==> config.mk <==
export PLATFORM = sky130hd
export DESIGN_NAME = io_path_cfg
export DESIGN_NICKNAME = d
export VERILOG_FILES = /design/src/shared/io_cfg_pkg.sv /design/src/half_step_div.sv /design/src/io_path_cfg.sv
export SDC_FILE = /design/constraint.sdc
export NUM_CORES = 1
export LEC_CHECK = 0
export ABC_CLOCK_PERIOD_IN_PS = 2800
export BUFFER_PORTS_ARGS = -buffer_cell sky130_fd_sc_hd__buf_4
export CAP_MARGIN = 20
export CORE_UTILIZATION = 42
export CTS_CLUSTER_DIAMETER = 40
export DETAILED_ROUTE_END_ITERATION = 16
export PLACE_DENSITY = 0.6
export SLEW_MARGIN = 20
export SYNTH_ARGS = -nofsm -noshare
export SYNTH_HDL_FRONTEND = slang
export SYNTH_HIERARCHICAL = 1
export SYNTH_SLANG_ARGS = --single-unit
export TNS_END_PERCENT = 30
==> constraint.sdc <==
create_clock -name pclk -period 2.8 [get_ports pclk]
set_input_delay 0.28 -clock pclk [delete_from_list [all_inputs] [get_ports pclk]]
set_output_delay 0.28 -clock pclk [all_outputs]
set_load 0.02 [all_outputs]
==> src/shared/io_cfg_pkg.sv <==
/*
  constants for the second core's input/output path configuration block:
  register offsets, field positions, reset values and mode encodings.
  assumes a 32-bit apb slave with word-aligned byte addresses.
*/
package io_cfg_pkg;
  localparam logic [11:0] CFG_OFFSET    = 12'h00c;
  localparam logic [11:0] IRQ_STAT_OFF  = 12'h020;
  localparam logic [11:0] IRQ_MASK_OFF  = 12'h024;
  localparam logic [11:0] IN_DATA_OFF   = 12'h028;

  localparam logic [31:0] CFG_RESET     = 32'h0000_0000;
  localparam logic [31:0] CFG_WR_MASK   = 32'hfdff_dfff;

  localparam int IN_MODE_LSB   = 0;
  localparam int EDGE_BIT      = 2;
  localparam int IN_DIV0_LSB   = 3;
  localparam int IN_DIV1_LSB   = 8;
  localparam int START_BIT     = 13;
  localparam int OUT_MODE_BIT  = 14;
  localparam int OUT_DIV0_LSB  = 15;
  localparam int OUT_DIV1_LSB  = 20;
  localparam int SHADOW_BIT    = 25;
  localparam int DIV_W         = 5;
  localparam int STROBE_BIT    = 16;
  localparam int STATUS_SB_BIT = 29;
  localparam int SHIFT_W       = 28;
  localparam int CAP_W         = 16;

  localparam logic [4:0] DIV_RESERVED = 5'h1f;
  localparam logic [2:0] IRQ_RESET    = 3'h0;

  typedef enum logic [1:0] {
    IN_DIRECT   = 2'b00,
    IN_PARALLEL = 2'b01,
    IN_SHIFT    = 2'b10,
    IN_MII_RT   = 2'b11
  } in_mode_t;
endpackage

==> src/half_step_div.sv <==
/*
  half-step fractional divider: code n divides the en_in tick rate by (n+2)/2, emitting a
  one-cycle enable pulse. assumes pclk domain and a source enable input.
*/
`timescale 1ns/1ns
module half_step_div
  import io_cfg_pkg::*;
(
  input  wire logic             pclk,
  input  wire logic             presetn,
  input  wire logic             en_in,
  input  wire logic [DIV_W-1:0] code,
  output logic                  en_out
);
  // accumulate 2 per input tick, fire when reaching code+2 (ratio (code+2)/2)
  logic [6:0] acc_q, acc_d;
  logic [6:0] lim;
  logic       fire;

  always_comb begin
    lim    = 7'(code) + 7'd2;
    fire   = en_in && ((acc_q + 7'd2) >= lim);
    acc_d  = acc_q;
    if (en_in) begin
      acc_d = fire ? 7'((acc_q + 7'd2) - lim) : 7'(acc_q + 7'd2);
    end
    // reserved code: ratio undefined, kept harmless
    if (code == DIV_RESERVED) begin
      acc_d = 7'd0;
    end
  end

  always_ff @(posedge pclk or negedge presetn) begin
    if (!presetn) begin
      acc_q  <= 7'd0;
      en_out <= 1'b0;
    end else begin
      acc_q  <= acc_d;
      en_out <= fire && (code != DIV_RESERVED);
    end
  end
endmodule

==> src/io_path_cfg.sv <==
/*
  configuration register and input/output path control for the second
  core's enhanced io. apb slave on pclk; input pins arrive asynchronously
  and are synchronised here. output pins driven from flip-flops.
*/
`timescale 1ns/1ns
module io_path_cfg
  import io_cfg_pkg::*;
#(
  parameter int IN_W = 32
)(
  input  wire logic             pclk,
  input  wire logic             presetn,
  input  wire logic             psel,
  input  wire logic             penable,
  input  wire logic             pwrite,
  input  wire logic [11:0]      paddr,
  input  wire logic [31:0]      pwdata,
  output logic      [31:0]      prdata,
  output logic                  pready,
  output logic                  pslverr,
  input  wire logic [IN_W-1:0]  in_pins,
  input  wire logic [31:0]      core_output_register,
  output logic      [31:0]      core_input_register,
  output logic      [31:0]      out_pins,
  output logic                  irq
);
  logic [31:0]     cfg_q, cfg_d;
  logic [IN_W-1:0] s1_q, s2_q, s3_q, pin_q, pin_d;
  logic [SHIFT_W-1:0] shift_q, shift_d;
  logic [CAP_W-1:0]   cap_q, cap_d;
  logic [31:0]     osh_a_q, osh_a_d, osh_b_q, osh_b_d;
  logic [4:0]      ocnt_q, ocnt_d;
  logic [31:0]     out_q, out_d;
  logic [2:0]      ist_q, ist_d, imask_q, imask_d;
  logic [31:0]     rdata_d;
  logic            wr, rd, strobe_prev_q;
  logic            in_en_a, in_en, out_en_a, out_en;
  logic            sb_set, cap_evt, shadow_evt, strobe_edge;
  in_mode_t        in_mode;

  function automatic logic [DIV_W-1:0] fld(input logic [31:0] r, input int lsb);
    fld = r[lsb +: DIV_W];
  endfunction

  assign wr      = psel && penable && pwrite;
  assign rd      = psel && !pwrite;
  assign pready  = 1'b1;
  assign pslverr = 1'b0;
  assign in_mode = in_mode_t'(cfg_q[IN_MODE_LSB +: 2]);

  // three-stage sync; a change counts once stages two and three agree
  always_ff @(posedge pclk or negedge presetn) begin
    if (!presetn) begin
      s1_q <= '0;
      s2_q <= '0;
      s3_q <= '0;
      pin_q <= '0;
    end else begin
      s1_q <= in_pins;
      s2_q <= s1_q;
      s3_q <= s2_q;
      pin_q <= pin_d;
    end
  end
  always_comb begin
    for (int i = 0; i < IN_W; i++) begin
      pin_d[i] = (s2_q[i] == s3_q[i]) ? s3_q[i] : pin_q[i];
    end
  end

  // cascaded dividers per path
  half_step_div u_in_div0 (.pclk(pclk), .presetn(presetn), .en_in(1'b1),
    .code(fld(cfg_q, IN_DIV0_LSB)), .en_out(in_en_a));
  half_step_div u_in_div1 (.pclk(pclk), .presetn(presetn), .en_in(in_en_a),
    .code(fld(cfg_q, IN_DIV1_LSB)), .en_out(in_en));
  half_step_div u_out_div0 (.pclk(pclk), .presetn(presetn), .en_in(1'b1),
    .code(fld(cfg_q, OUT_DIV0_LSB)), .en_out(out_en_a));
  half_step_div u_out_div1 (.pclk(pclk), .presetn(presetn), .en_in(out_en_a),
    .code(fld(cfg_q, OUT_DIV1_LSB)), .en_out(out_en));

  // strobe edge on synced bit 16
  assign strobe_edge = cfg_q[EDGE_BIT] ? (strobe_prev_q && !pin_q[STROBE_BIT])
                                       : (!strobe_prev_q && pin_q[STROBE_BIT]);

  // input capture
  always_comb begin
    shift_d = shift_q;
    cap_d   = cap_q;
    sb_set  = 1'b0;
    cap_evt = 1'b0;
    case (in_mode)
      IN_PARALLEL: begin
        if (strobe_edge) begin
          cap_d   = pin_q[CAP_W-1:0];
          cap_evt = 1'b1;
        end
      end
      IN_SHIFT: begin
        if (in_en) begin
          shift_d = {shift_q[SHIFT_W-2:0], pin_q[0]};
          // first captured one raises the start flag
          sb_set  = pin_q[0] && !cfg_q[START_BIT];
        end
      end
      default: begin
      end
    endcase
    // clearing the flag wipes the shift register; a one arriving in that cycle shifts in only if the flag was already clear
    if (wr && paddr == CFG_OFFSET && pwdata[START_BIT]) begin
      shift_d = sb_set ? {{(SHIFT_W-1){1'b0}}, 1'b1} : '0;
    end
  end

  // config register: set wins over write-one clear
  always_comb begin
    cfg_d = cfg_q;
    if (wr && paddr == CFG_OFFSET) begin
      cfg_d = (cfg_q & ~CFG_WR_MASK) | (pwdata & CFG_WR_MASK);
      cfg_d[31:26] = 6'h00;
      cfg_d[START_BIT] = cfg_q[START_BIT] & ~pwdata[START_BIT];
    end
    if (sb_set) begin
      cfg_d[START_BIT] = 1'b1;
    end
    cfg_d[SHADOW_BIT] = shadow_evt ? ~cfg_q[SHADOW_BIT] : cfg_q[SHADOW_BIT];
  end

  // output path: serial shifts from active shadow, reload other, then swap
  always_comb begin
    osh_a_d    = osh_a_q;
    osh_b_d    = osh_b_q;
    ocnt_d     = ocnt_q;
    out_d      = out_q;
    shadow_evt = 1'b0;
    if (!cfg_q[OUT_MODE_BIT]) begin
      out_d  = core_output_register;
      ocnt_d = 5'd0;
    end else if (!out_en) begin
      // between ticks hold only the serial bit, never a stale direct word
      out_d = {31'd0, out_q[0]};
    end else begin
      if (!cfg_q[SHADOW_BIT]) begin
        out_d   = {31'd0, osh_a_q[0]};
        osh_a_d = {1'b0, osh_a_q[31:1]};
        osh_b_d = core_output_register;
      end else begin
        out_d   = {31'd0, osh_b_q[0]};
        osh_b_d = {1'b0, osh_b_q[31:1]};
        osh_a_d = core_output_register;
      end
      ocnt_d = 5'(ocnt_q + 5'd1);
      shadow_evt = (ocnt_q == 5'd31);
    end
  end

  // interrupt status: 0 start bit, 1 parallel capture, 2 shadow swap
  always_comb begin
    ist_d   = ist_q;
    imask_d = imask_q;
    if (wr && paddr == IRQ_STAT_OFF) begin
      ist_d = ist_q & ~pwdata[2:0];
    end
    if (wr && paddr == IRQ_MASK_OFF) begin
      imask_d = pwdata[2:0];
    end
    ist_d = ist_d | {shadow_evt, cap_evt, sb_set};
  end

  always_comb begin
    case (paddr)
      CFG_OFFSET:   rdata_d = cfg_q;
      IRQ_STAT_OFF: rdata_d = {29'd0, ist_q};
      IRQ_MASK_OFF: rdata_d = {29'd0, imask_q};
      IN_DATA_OFF:  rdata_d = core_input_register;
      default:      rdata_d = 32'h0000_0000;
    endcase
  end

  // input register view per mode; in shift mode status bit 29 mirrors the start flag
  always_comb begin
    case (in_mode)
      IN_PARALLEL: core_input_register = {16'd0, cap_q};
      IN_SHIFT:    core_input_register = {2'b00, cfg_q[START_BIT], 1'b0, shift_q};
      default:     core_input_register = 32'(pin_q);
    endcase
  end

  always_ff @(posedge pclk or negedge presetn) begin
    if (!presetn) begin
      cfg_q         <= CFG_RESET;
      shift_q       <= '0;
      cap_q         <= '0;
      osh_a_q       <= '0;
      osh_b_q       <= '0;
      ocnt_q        <= 5'd0;
      out_q         <= '0;
      ist_q         <= IRQ_RESET;
      imask_q       <= IRQ_RESET;
      strobe_prev_q <= 1'b0;
      prdata        <= '0;
    end else begin
      cfg_q         <= cfg_d;
      shift_q       <= shift_d;
      cap_q         <= cap_d;
      osh_a_q       <= osh_a_d;
      osh_b_q       <= osh_b_d;
      ocnt_q        <= ocnt_d;
      out_q         <= out_d;
      ist_q         <= ist_d;
      imask_q       <= imask_d;
      strobe_prev_q <= pin_q[STROBE_BIT];
      if (rd) begin
        prdata <= rdata_d;
      end
    end
  end

  assign out_pins = out_q;
  assign irq      = |(ist_q & imask_q);
endmodule

# Word-level counts from Yosys, hierarchy flattened
# Index checks and enable logic that the tools add are counted.
[word_totals] word_cells=192 regBits=370 output_inout_bits=99 inputBits=113
[classes] n_lt_le_gt_ge=4 reduce_logical=29 eq_ne=48 n_bitwise=8 mux=33 n_addsub=13
[ops] operator="case mux 32 bit (4 select lines)" count=1
[ops] operator="2-to-1 mux 32 bit" count=3
[ops] operator="2-to-1 mux 28 bit" count=3
[ops] operator="2-to-1 mux 7 bit" count=10
[ops] operator="case mux 32 bit (2 select lines)" count=1
[ops] operator="equality test 12 x 6 -> 1 bit, second input constant" count=3
[ops] operator="equality test 1 bit" count=32
[ops] operator="adder 7 x 2 -> 7 bit, second input constant" count=4
[ops] operator=">= comparator 7 bit" count=4
[ops] operator="subtractor 7 bit" count=4
[ops] operator="equality test 5 bit, second input constant" count=5
[ops] operator="OR 14 x 25 -> 25 bit" count=1
[ops] operator="adder 5 x 2 -> 6 bit, second input constant" count=4
[ops] operator="inequality test 5 bit, second input constant" count=4
[ops] operator="logical AND 1 bit" count=16
[ops] operator="2-to-1 mux 14 bit" count=1
[ops] operator="equality test 12 x 4 -> 1 bit, second input constant" count=1
[ops] operator="2-to-1 mux 1 bit" count=11
[ops] operator="2-to-1 mux 5 bit" count=2
[ops] operator="nonzero test 2 bit" count=5
[ops] operator="AND 3 bit" count=2
[ops] operator="AND reduction 2 bit" count=3
[ops] operator="adder 5 x 1 -> 5 bit, second input constant" count=1
[ops] operator="zero test 1 bit" count=4
[ops] operator="other kinds (9)" count=10

# Longest topological paths before layout
# Gate-level depths: netlist of the first run.
[logic_depth] word_depth=6 depth_mapped=10 mapped_depth_nobuf=10

# Cells and area by module
# Netlist of the first run, hierarchy kept.
[by_module_without_submodules] mod="io_path_cfg" cells_each=1033 n_inst=1 seq_area_each_um2=8458.1 area_per_inst_um2=12801.0
[by_module_without_submodules] mod="half_step_div" cells_each=100 n_inst=4 seq_area_each_um2=200.2 area_per_inst_um2=859.6

# Worst setup path after synthesis of the first run
# No wires, ideal clock.
[synth_timing] kind="register to register" from="reg cfg_q[9]" to="reg u_in_div1.acc_q[4]" stages_incl_launch_ff=9 n_path_buf=0 slack_ns=0.429 period_less_slack_ns=2.371 arrival_ns=2.249 setup_time_ns=0.122 required_ns=2.678 cell_sequence="dfrtp_1 -> ha_1 -> xnor2_1 -> ha_1 -> and3_1 -> nand4_1 -> nand4b_1 -> or4b_1 -> o2111a_1"
[synth_between] elab_chain_cells=6 elab_cells_between_ends=9 classes_between="add/sub: 2; order compare: 1; eq/ne: 1; mux: 3; reduce/logical: 2"
[synth_rtl] element="start, declared" line_no="io_path_cfg.sv:28" rtl="logic [31:0] cfg_q, cfg_d;"
[synth_rtl] element="start signal, assigned" line_no="io_path_cfg.sv:203" rtl="cfg_q <= cfg_d;"
[synth_rtl] element="adder 5 x 2 -> 6 bit" line_no="half_step_div.sv:21" rtl="lim = 7'(code) + 7'd2;"
[synth_rtl] element=">= comparator 7 bit" line_no="half_step_div.sv:22" rtl="fire = en_in && ((acc_q + 7'd2) >= lim);"
[synth_rtl] element="logical AND 1 bit" line_no="half_step_div.sv:22"
[synth_rtl] element="2-to-1 mux 7 bit" line_no="half_step_div.sv:25" rtl="acc_d = fire ? 7'((acc_q + 7'd2) - lim) : 7'(acc_q + 7'd2);"
[synth_rtl] element="2-to-1 mux 7 bit" line_no="half_step_div.sv:24" rtl="if (en_in) begin"
[synth_rtl] element="2-to-1 mux 7 bit" line_no="half_step_div.sv:28" rtl="if (code == DIV_RESERVED) begin"
[synth_rtl] element="end signal, assigned" line_no="half_step_div.sv:35" rtl="acc_q <= 7'd0;"
[synth_rtl] element="end signal, assigned" line_no="half_step_div.sv:38" rtl="acc_q <= acc_d;"
[synth_rtl] element="end, declared" line_no="half_step_div.sv:16" rtl="logic [6:0] acc_q, acc_d;"
# Several ways; a longest one is shown, not always the timed one. The select of a mux whose other input is x is not followed.
# A chain may end at the register's enable or synchronous reset.

# Worst setup path after layout of the first run
[layout_timing] from="reg cfg_q[0]" to="out core_input_register[2]"
[layout_between] elab_chain_cells=2 elab_cells_between_ends=3 classes_between="eq/ne: 2; mux: 1"
[layout_rtl] element="equality test 2 bit / equality test 2 x 1 -> 1 bit (equally long branches)" line_no="io_path_cfg.sv:182" rtl="case (in_mode)"
[layout_rtl] element="case mux 32 bit (2 select lines) *" line_no="io_path_cfg.sv:182"
[layout_rtl] element="end, declared" line_no="io_path_cfg.sv:24" rtl="output logic [31:0] core_input_register,"
# Every way passes the cells marked *; elsewhere a longest branch is shown, timed or not.

==> metrics.md, run 1 <==
| Metric | Value |
|---|---|
| Outcome | `finished, final reports clean` |
| Worst-case clock buffer depth | `3` |
| # DRC | `0` |
| Pleak | `9.58 nW` |
| Die X | `199 µm` |
| Area of the multi-input gates | `0.00663 mm²` |
| # diodes | `0` |
| Final GP Congestion | `0.845` |
| Crit path DAT | `2420 ps` |
| Crit. End Element | `output port` |
| Power Dens Cells | `803 mW/mm²` |
| Period utilisation layout | `96.5%` |
| Reg area | `0.00926 mm²` |
| Top Ports | `212` |
| CP Max Fanout | `13` |
| Post-Route Setup TNS | `0 ps` |
| DR vias/cell | `5.22` |
| GRT Total Usage | `21.2%` |
| Hold Vio Cnt, Final | `0` |
| Slew @ Worst Pin | `770 ps` |
| Final WS setup | `98.0 ps` |
| Worst-path clk slew | `60 ps` |
| Overall power consumption | `0.0171 W` |
| Vias in the first global route | `12,300` |
| Syn Area/Cell | `11.3 µm²` |
| Worst clock skew | `28.2 ps` |
| Startpoint Class | `register` |
| Worst-case reg-to-reg path depth | `8` |
| Antenna-violating nets left | `0` |
| Initial core utilization | `42.9%` |
| Worst hold-check path type | `primary input to register` |
| Post-Synthesis Cells | `1,433` |
| Fmax achieved | `370 MHz` |
| Required time of the critical path | `2520 ps` |
| Total of max-cap violations | `0` |
| Rows | `71` |
| Die area | `0.0395 mm²` |
| Synthesis warning total | `6` |
| First-pass GRT wire length | `65,600 µm` |
| Slew HR | `48.6%` |
| Post-DR wirelength/cell | `17.5 µm` |
| Die height | `199 µm` |
| Layout cell share with drive strength beyond 1 | `23.0%` |
| Detailed-route via count | `12,100` |
| DPL Wire Length | `27,700 µm` |
| Cell chosen for the clock root | `clkbuf_16` |
| Final setup violation count | `0` |
| Area of the mapped netlist | `0.0162 mm²` |
| Fillers | `3,280` |
| Post-synthesis async set-or-reset flop share | `100%` |
| Post-Place Setup Slack | `263 ps` |
| Port buffer count | `202` |
| Max-slew violation count | `0` |
| Worst-skew pair later-pin latency | `590 ps` |
| Synth top area share | `57.0%` |
| Sequential fraction of the synthesis area | `57.0%` |
| Core Area | `0.0378 mm²` |
| Largest net degree at the start of global routing | `81` |
| Clk sink count | `370` |
| Post-Route WL | `40,600 µm` |
| Peak supply drop | `661 µV` |
| Period minus WS final | `2700 ps` |
| Nets | `1,926` |
| Top FF cell, synth | `dfrtp_1` |
| DRT iter0 DRCs | `666` |
| CTS tree | `built` |
| Synth unique cells | `61` |
| Max H-tree Level | `2` |
| Drt pass-1 iters | `5` |
| Area grow syn2layout | `31.3%` |
| Yosys reg bits | `370` |
| Synth area leader | `dfrtp_1` |
| Number of synthesized flops with an enable pin | `0` |
| Critical path class | `register to output port` |
| Area contributors post-synth | `dfrtp_1 57%, mux2i_1 4.7%, o21ai_0 4.1%, nand2_1 4.1%, mux2_2 2.8%` |
| TritonCTS Buffers | `53` |
| Initial antenna violation count | `0` |
| Unrepaired setup endpoints after global routing | `no` |
| Remaining global-route overflow | `0` |
| Hold path depth | `3` |
worst max-delay path, stage by stage, from the launching register on:
cell and delay, ps:
dfrtp_1 400, inv_1 90, ha_2 360, buf_4 200
a22oi_1 80, o21ai_0 460, buf_4 250
cell families after synthesis:
group                      after synthesis  share of synthesized area [%]
adders and majority gates               72                           5.24
DFF                                    370                           57.0
and+or+nand+nor                        421                           13.2
muxes                                  119                           7.66
AOI/OAI and AO/OA                      321                           12.8
other                                    2                         0.0462
xor gates and xnor gates                29                           1.56
buffers and inverters                   99                           2.46
area by class of cell:
cell class	instances	share of cell area [%]
Tap cell	511	3.00
Sequential cell	370	43.4
Clock inverter	34	1.64
Inverter	28	0.493
Multi-Input combinational cell	970	31.1
Clock buffer	63	6.58
Timing Repair Buffer	350	13.8
path summary, 6_finish.rpt:
kind	start	endpoint	slack, ps
max in group asynchronous	presetn	osh_b_q[7]$_DFFE_PN0P_	1610
worst max-delay path	cfg_q[0]$_DFFE_PN0P_	core_input_register[2]	100
worst max register to register	u_out_div0/acc_q[1]$_DFFE_PN0P_	u_out_div0/acc_q[3]$_DFFE_PN0P_	220
worst min-delay path	pwrite	prdata[25]$_DFFE_PN0P_	60
worst min register to register	s1_q[13]$_DFF_PN0_	s2_q[13]$_DFF_PN0_	340
min in group asynchronous	presetn	s1_q[1]$_DFF_PN0_	270
metal layers:
layer  wire, µm  GRT usage (%)
met5          0              0
met1      18800           29.8
met4       1020           7.26
met3       1720           3.20
met2      19100           33.6
sequential cells by signal, summed over array words and instances (netlist names), 5 cells and up:
name	cells
s1_q	32
u_out_div0/acc_q	7
u_out_div1/acc_q	7
cfg_q	26
out_pins	32
osh_b_q	32
u_in_div0/acc_q	7
cap_q	16
pin_q	32
shift_q	28
prdata	32
s3_q	32
s2_q	32
ocnt_q	5
u_in_div1/acc_q	7
osh_a_q	32
cells in the mapped netlist, drive strengths merged (5+ instances only):
master / count
o31ai: 8
o2bb2ai: 5
nand4: 6
and3: 11
o31a: 8
inv: 28
nor3: 9
or3: 5
nand4b: 5
o21ai: 145
a21oi: 49
ha: 36
nand2: 176
maj3: 32
a22oi: 40
or4b: 5
nor3b: 6
xnor2: 12
nor2: 47
a22o: 21
nor2b: 40
mux2: 42
mux2i: 77
nand3: 57
and2: 7
xor2: 17
clkbuf: 59
nand3b: 7
nor4: 8
and4: 5
dfrtp: 370
a2111oi: 8
a211oi: 12
nand2b: 18
buf: 12
power by group:
group	internal, W	switching (W)	leakage (nW)	total [W]
clock	0.00392	0.00256	0.861	0.00648
sequential	0.00573	0.000396	4.24	0.00612
combinational	0.00197	0.00255	4.48	0.00452
total	0.0116	0.00551	9.58	0.0171
cells in the final DEF, fill, tap and decap left out, drive strengths merged, types with 7 or more instances in the layout:
cell type	instances
nand2b	18
nand3b	7
o31ai	8
o21ai	145
ha	36
a211oi	12
nor2b	40
o31a	8
nor2	47
nor4	8
buf	261
a2111oi	8
conb	8
mux2i	77
mux2	42
nand3	57
a21oi	49
nor3	9
a22oi	40
dlygate4sd3	89
xor2	17
and3	11
clkinv	19
dfrtp	370
maj3	32
xnor2	12
and2	7
clkbuf	63
nand2	176
a22o	21
inv	37
per-stage QoR:
step	util [%]	hold slack, ps	std cells	cell area, µm²
after floorplan	-	-15.6	1439	16300
after global placement	49.4	313	2140	18700
after detailed placement	49.4	321	2140	18700
after CTS	56.4	27.1	2326	21300
after global routing	56.4	48.1	2326	21300
final	56.4	55.2	2326	21300
timing repair:
item	4_1_cts	5_1_grt
hold buffers	89	0
setup endpoints to repair	4	1
resized for setup	2	1
hold endpoints to repair	209	0
buffers inserted	0	0
No activity file was read; power rests on OpenSTA's default activity.
==> run 2, diff against run 1 <==
- ABC_AREA: default -> 1
==> run 2 against run 1 <==
Compared with the run above: cell count up 17%; clock power increased by 3.4%; hold slack better by 5.6 ps; maximum frequency grew 0.99%; sequential power shrank 0.8%; clock skew up 3.6 ps.
==> metrics.md, run 2 <==
| Metric | Value |
|---|---|
| Slew HR | `50.0%` |
| Commonest cells in the netlist | `487 x nand2_1, 370 x dfrtp_1, 229 x inv_1, 114 x nor2_1, 112 x o21ai_0` |
| CP Max Fanout | `17` |
| Crit path DAT | `2400 ps` |
| Worst-skew pair later-pin latency | `590 ps` |
| # diodes | `0` |
| Post-DR wirelength/cell | `14.8 µm` |
| Synth unique cells | `40` |
| Power Dens Cells | `800 mW/mm²` |
| Number of synthesized flops with an enable pin | `0` |
| Area grow syn2layout | `28.3%` |
| Die X | `201 µm` |
| Cell chosen for the clock root | `clkbuf_16` |
| Post-synthesis async set-or-reset flop share | `100%` |
| Peak supply drop | `564 µV` |
| Hold slack | `60.8 ps` |
| Initial antenna violation count | `0` |
| DPL Wire Length | `27,500 µm` |
| Layout cell share with drive strength beyond 1 | `18.2%` |
| DR vias/cell | `4.77` |
| Fillers | `3,438` |
| Util after Layout | `55.1%` |
| # DRC | `0` |
| Worst-case clock buffer depth | `3` |
| GRT Total Usage | `20.2%` |
| Slowest library cell on the worst path | `dfrtp_1` |
| Largest net degree at the start of global routing | `81` |
| Critical path class | `register to output port` |
| Commonest non-fill, non-tap cell in the layout | `nand2_1` |
| DRT iter0 DRCs | `784` |
| Port buffer count | `202` |
| Hold Vio Cnt, Final | `0` |
| Synthesis warning total | `6` |
| Antenna-violating nets left | `0` |
| Area of the mapped netlist | `0.0167 mm²` |
| Synth top area share | `55.5%` |
| TritonCTS Buffers | `51` |
| Crit. End Element | `output port` |
| Sequential fraction of the synthesis area | `55.5%` |
| Post-CTS setup buffer count | `0` |
| Slew @ Worst Pin | `749 ps` |
| Synth area leader | `dfrtp_1` |
| Commonest cells after routing, fill and taps aside | `486 x nand2_1, 370 x dfrtp_1, 226 x inv_1, 225 x buf_4, 114 x nor2_1` |
| Final WS setup | `125 ps` |
| Placed cell count | `2,527` |
| Detailed-route via count | `12,900` |
| Drt pass-1 iters | `5` |
| Post-Synthesis Cells | `1,852` |
| Remaining global-route overflow | `0` |
| Final setup violation count | `0` |
| Die height | `201 µm` |
| Post-Route WL | `40,000 µm` |
| Worst hold-check path type | `primary input to register` |
| Total of max-cap violations | `0` |
| Area contributors post-synth | `dfrtp_1 55%, nand2_1 11%, inv_1 5.1%, o21ai_0 3.4%, a21oi_1 3.1%` |
| Rows | `72` |
| Top Ports | `212` |
| Period utilisation layout | `95.6%` |
| Syn Area/Cell | `9.02 µm²` |
| Worst-path clk slew | `50 ps` |
| Unrepaired setup endpoints after global routing | `yes` |
| Die area | `0.0406 mm²` |
| Count leader, synth | `nand2_1` |
| Max-slew violation count | `0` |
| Fmax achieved | `374 MHz` |
| Post-Place Setup Slack | `433 ps` |
| Pleak | `10.7 nW` |
| Initial core utilization | `42.9%` |
| Period minus WS final | `2680 ps` |
| Vias in the first global route | `13,000` |
| First-pass GRT wire length | `66,100 µm` |
| Yosys reg bits | `370` |
| Top FF cell, synth | `dfrtp_1` |
| Core Area | `0.0389 mm²` |
| Nets | `2,303` |
| Max H-tree Level | `2` |
| Outcome | `finished, final reports clean` |
| Fin cells | `2,710` |
| Required time of the critical path | `2520 ps` |
| Crit-path cells | `inv_1, ha_1, buf_4, nand2_1, a21boi_0, inv_1, buf_4` |
| Final GP Congestion | `0.888` |
| Overall power consumption | `0.0171 W` |
| Clk sink count | `370` |
| Slowest cell delay on critical path | `430 ps` |
| CTS tree | `built` |
| Startpoint Class | `register` |
| Worst clock skew | `31.8 ps` |
-- run 2: cell types whose count changed in the layout (fill, tap and decap cells not counted), sizes merged, moves of 21 or more --
cell / delta
a22o: -21
buf: -31
a22oi: -35
nand3: +38
nor2b: -40
mux2: -42
nand2: +331
inv: +219
nor2: +83
a21oi: +55
mux2i: -77
-- run 2: layer usage --
layer  vias up  track usage (%)  part of all wire (%)
met4         0             7.06                   2.5
li1       6481                -                     -
met5         -                0                     0
met1      6086             27.2                    46
met3        55             4.96                   6.3
met2       298             31.8                    45
-- run 2: logic make-up after synthesis --
| family | after synthesis | share of synthesized area, % |
|---|---|---|
| and+or+nand+nor | 745 | 19.2 |
| DFF | 370 | 55.5 |
| adders and majority gates | 72 | 5.10 |
| buffers and inverters | 318 | 7.97 |
| AOI/OAI and AO/OA | 308 | 10.3 |
| other | 2 | 0.0450 |
| xor gates and xnor gates | 37 | 1.94 |
-- run 2: layout make-up --
type | count | area [µm²] | share of cell area [%]
clock buffers | 59 | 1360 | 6.34
clock inverters | 36 | 445 | 2.08
inverters | 243 | 915 | 4.27
multi-input cells | 1166 | 6140 | 28.7
flip-flops and latches | 370 | 9260 | 43.2
well taps | 518 | 648 | 3.02
repair buffers | 318 | 2670 | 12.4
-- run 2: worst paths after layout --
path                       cells past startpoint                             from  slack [ps]                               to
max                                            7             cfg_q[0]$_DFFE_PN0P_         120          core_input_register[24]
min                                            3                        pwdata[0]          60             cfg_q[0]$_DFFE_PN0P_
max reg2reg                                   16  u_out_div1/acc_q[1]$_DFFE_PN0P_         400  u_out_div1/acc_q[2]$_DFFE_PN0P_
min reg2reg                                    0               s1_q[13]$_DFF_PN0_         340               s2_q[13]$_DFF_PN0_
max in group asynchronous                      3                          presetn        1690            out_pins[4]$_DFF_PN0_
min in group asynchronous                      2                          presetn         250               s2_q[11]$_DFF_PN0_
-- run 2: critical path: cells and delay by family (launching register included) --
kind	cells	cell delay, ps
flip-flops	1	430
buffers and inverters	4	560
adder cells (fa/ha/maj)	1	400
AND/OR/NAND/NOR	1	70
AO/OA/AOI/OAI	1	340
-- run 2: stage by stage --
| stage | TNS, ps | instance area, µm² |
|---|---|---|
| after floorplan | 0 | 16700 |
| after global placement | 0 | 18700 |
| after detailed placement | 0 | 18700 |
| after CTS | -60.2 | 21400 |
| after global routing | -20.2 | 21400 |
| final | 0 | 21400 |
-- run 2: where the power goes --
| group | leakage, nW | switching (W) | total (W) | internal [W] |
|---|---|---|---|---|
| Sequential | 4.39 | 0.000347 | 0.00607 | 0.00572 |
| Combinational | 5.42 | 0.00256 | 0.00438 | 0.00182 |
| Clock | 0.877 | 0.00258 | 0.00670 | 0.00412 |
-- run 2: repair_timing --
action	in CTS	in global routing
cloned	0	0
resized for setup	1	11
endpoints found under the hold margin	196	0
hold buffers	88	0
endpoints found under the setup margin	3	20
==> run 3, diff against run 2 <==
- ABC_AREA: 1 -> default
- ABC_CLOCK_PERIOD_IN_PS: 2800 -> 3100
- CORE_UTILIZATION: 42 -> 40
- PLACE_DENSITY: 0.6 -> 0.58
- clock period: 2.8 -> 3.1 ns (I/O delays scaled with it)
==> run 3 against run 2 <==
Compared with the run above: first-iteration DRC count fell by 8.4%; clock-buffer cell count up 5; largest cell class unchanged; worst setup slack gained 34 ps.
==> metrics.md, run 3 (synthesized netlist as in run 1, its figures left out) <==
| Metric | Value |
|---|---|
| Area of the multi-input gates | `0.00663 mm²` |
| Startpoint Class | `register` |
| Slew @ Worst Pin | `1000 ps` |
| Antenna-violating nets left | `0` |
| Die height | `203 µm` |
| CP bufs+invs | `3` |
| Hold Vio Cnt, Final | `0` |
| Max H-tree Level | `2` |
| Vias in the first global route | `11,700` |
| Post-DP Area | `0.0186 mm²` |
| Worst-skew pair later-pin latency | `600 ps` |
| Period minus WS final | `2940 ps` |
| Fmax achieved | `340 MHz` |
| Pleak | `9.53 nW` |
| DPL Wire Length | `27,600 µm` |
| Slew HR | `33.0%` |
| Commonest non-fill, non-tap cell in the layout | `dfrtp_1` |
| Final setup violation count | `0` |
| Post-DR wirelength/cell | `17.4 µm` |
| Top Ports | `212` |
| Largest net degree at the start of global routing | `85` |
| Critical path class | `register to output port` |
| Remaining global-route overflow | `0` |
| Rows | `73` |
| Worst path most repeated cell | `buf_4` |
| Post-Layout Inst Area | `0.0213 mm²` |
| Worst hold-check path type | `primary input to register` |
| Initial core utilization | `40.7%` |
| CP Max Fanout | `11` |
| Required time of the critical path | `2790 ps` |
| Hold slack | `101 ps` |
| Die area | `0.0414 mm²` |
| GRT Total Usage | `19.8%` |
| CTS tree | `built` |
| Outcome | `finished, final reports clean` |
| Total of max-cap violations | `0` |
| DRT iter0 DRCs | `718` |
| Max-slew violation count | `0` |
| Detailed-route via count | `12,000` |
| Post-Route WL | `40,600 µm` |
| Placed cell count | `2,138` |
| Worst-case clock buffer depth | `3` |
| Commonest cells after routing, fill and taps aside | `369 x dfrtp_1, 238 x buf_4, 175 x nand2_1, 130 x o21ai_0, 89 x dlygate4sd3_1` |
| Core Area | `0.0399 mm²` |
| Area grow syn2layout | `31.4%` |
| Post-CTS setup buffer count | `0` |
| # DRC | `0` |
| Crit path DAT | `2630 ps` |
| First-pass GRT wire length | `64,400 µm` |
| Worst-path clk slew | `50 ps` |
| Period utilisation layout | `94.9%` |
| Cell chosen for the clock root | `clkbuf_16` |
| Fin cells | `2,333` |
| Reg area | `0.00926 mm²` |
| Crit. End Element | `output port` |
| Power Dens Cells | `741 mW/mm²` |
| Nets | `1,913` |
| Drt pass-1 iters | `5` |
| Clk sink count | `370` |
| Layout cell share with drive strength beyond 1 | `22.5%` |
| Worst clock skew | `17.5 ps` |
| Fillers | `3,466` |
| Slowest cell delay on critical path | `510 ps` |
| TritonCTS Buffers | `56` |
| Peak supply drop | `449 µV` |
| Final GP Congestion | `0.859` |
| Port buffer count | `202` |
| Post-Route Setup TNS | `0 ps` |
| Family with the most delay on the worst path | `buffers and inverters` |
| Unrepaired setup endpoints after global routing | `no` |
| Slowest library cell on the worst path | `ha_1` |
| Die X | `203 µm` |
| DR vias/cell | `5.13` |
| Crit-path cells | `inv_1, ha_1, nor2b_1, buf_4, a22o_1, buf_4` |
| Initial antenna violation count | `2` |
| Overall power consumption | `0.0158 W` |
run 3: per-layer routing:
metal	routed length (µm)	GRT usage [%]	up-vias
met5	0	0	-
met3	2100	3.96	69
met2	18700	30.7	269
met4	816	5.13	0
li1	-	-	5793
met1	19000	28.3	5841
run 3: cell type report:
| type | instances | share of cell area [%] |
|---|---|---|
| Sequential cell | 370 | 43.4 |
| Inverter | 28 | 0.492 |
| Clock inverter | 40 | 1.97 |
| Antenna cell | 2 | 0.0234 |
| Timing Repair Buffer | 334 | 13.2 |
| Tap cell | 525 | 3.08 |
| Multi-Input combinational cell | 970 | 31.1 |
| Clock buffer | 64 | 6.80 |
run 3: where the power goes:
part	leakage (nW)	total [W]	switching, W	internal [W]
logic	4.40	0.00415	0.00238	0.00176
registers	4.24	0.00549	0.000322	0.00517
clock network	0.892	0.00617	0.00241	0.00376
run 3: final timing paths:
path / start / to / slack (ps) / cells past startpoint
worst max-delay path: cfg_q[0]$_DFFE_PN0P_ / core_input_register[21] / 160 / 6
worst min-delay path: pwdata[13] / cfg_q[13]$_DFFE_PN0P_ / 100 / 3
worst max register to register: cfg_q[21]$_DFFE_PN0P_ / u_out_div1/acc_q[4]$_DFFE_PN0P_ / 430 / 8
worst min register to register: s1_q[9]$_DFF_PN0_ / s2_q[9]$_DFF_PN0_ / 340 / 0
max in group asynchronous: presetn / cfg_q[25]$_DFFE_PN0P_ / 1940 / 3
min in group asynchronous: presetn / s2_q[30]$_DFF_PN0_ / 250 / 2
run 3: metrics by stage:
step                worst slack (ps)  util, %
detailed placement               435     46.5
global route                    5.46     53.5
CTS                             62.3     53.5
finish                           159     53.5
floorplan                        729        -
global placement                 517     46.5
run 3: what timing repair did:
action,4_1_cts,5_1_grt
gates resized for setup,1,3
pin swaps,0,0
hold buffers,89,0
endpoints found under the hold margin,172,0
setup endpoints to repair,1,3
run 3: worst register-to-register path, stage by stage, from the launching register on:
cell	delay (ps)
dfrtp_1	470
ha_1	270
xnor2_1	130
ha_1	350
and3_1	220
nand4_1	130
nand4b_1	280
or4b_1	580
o2111a_1	130
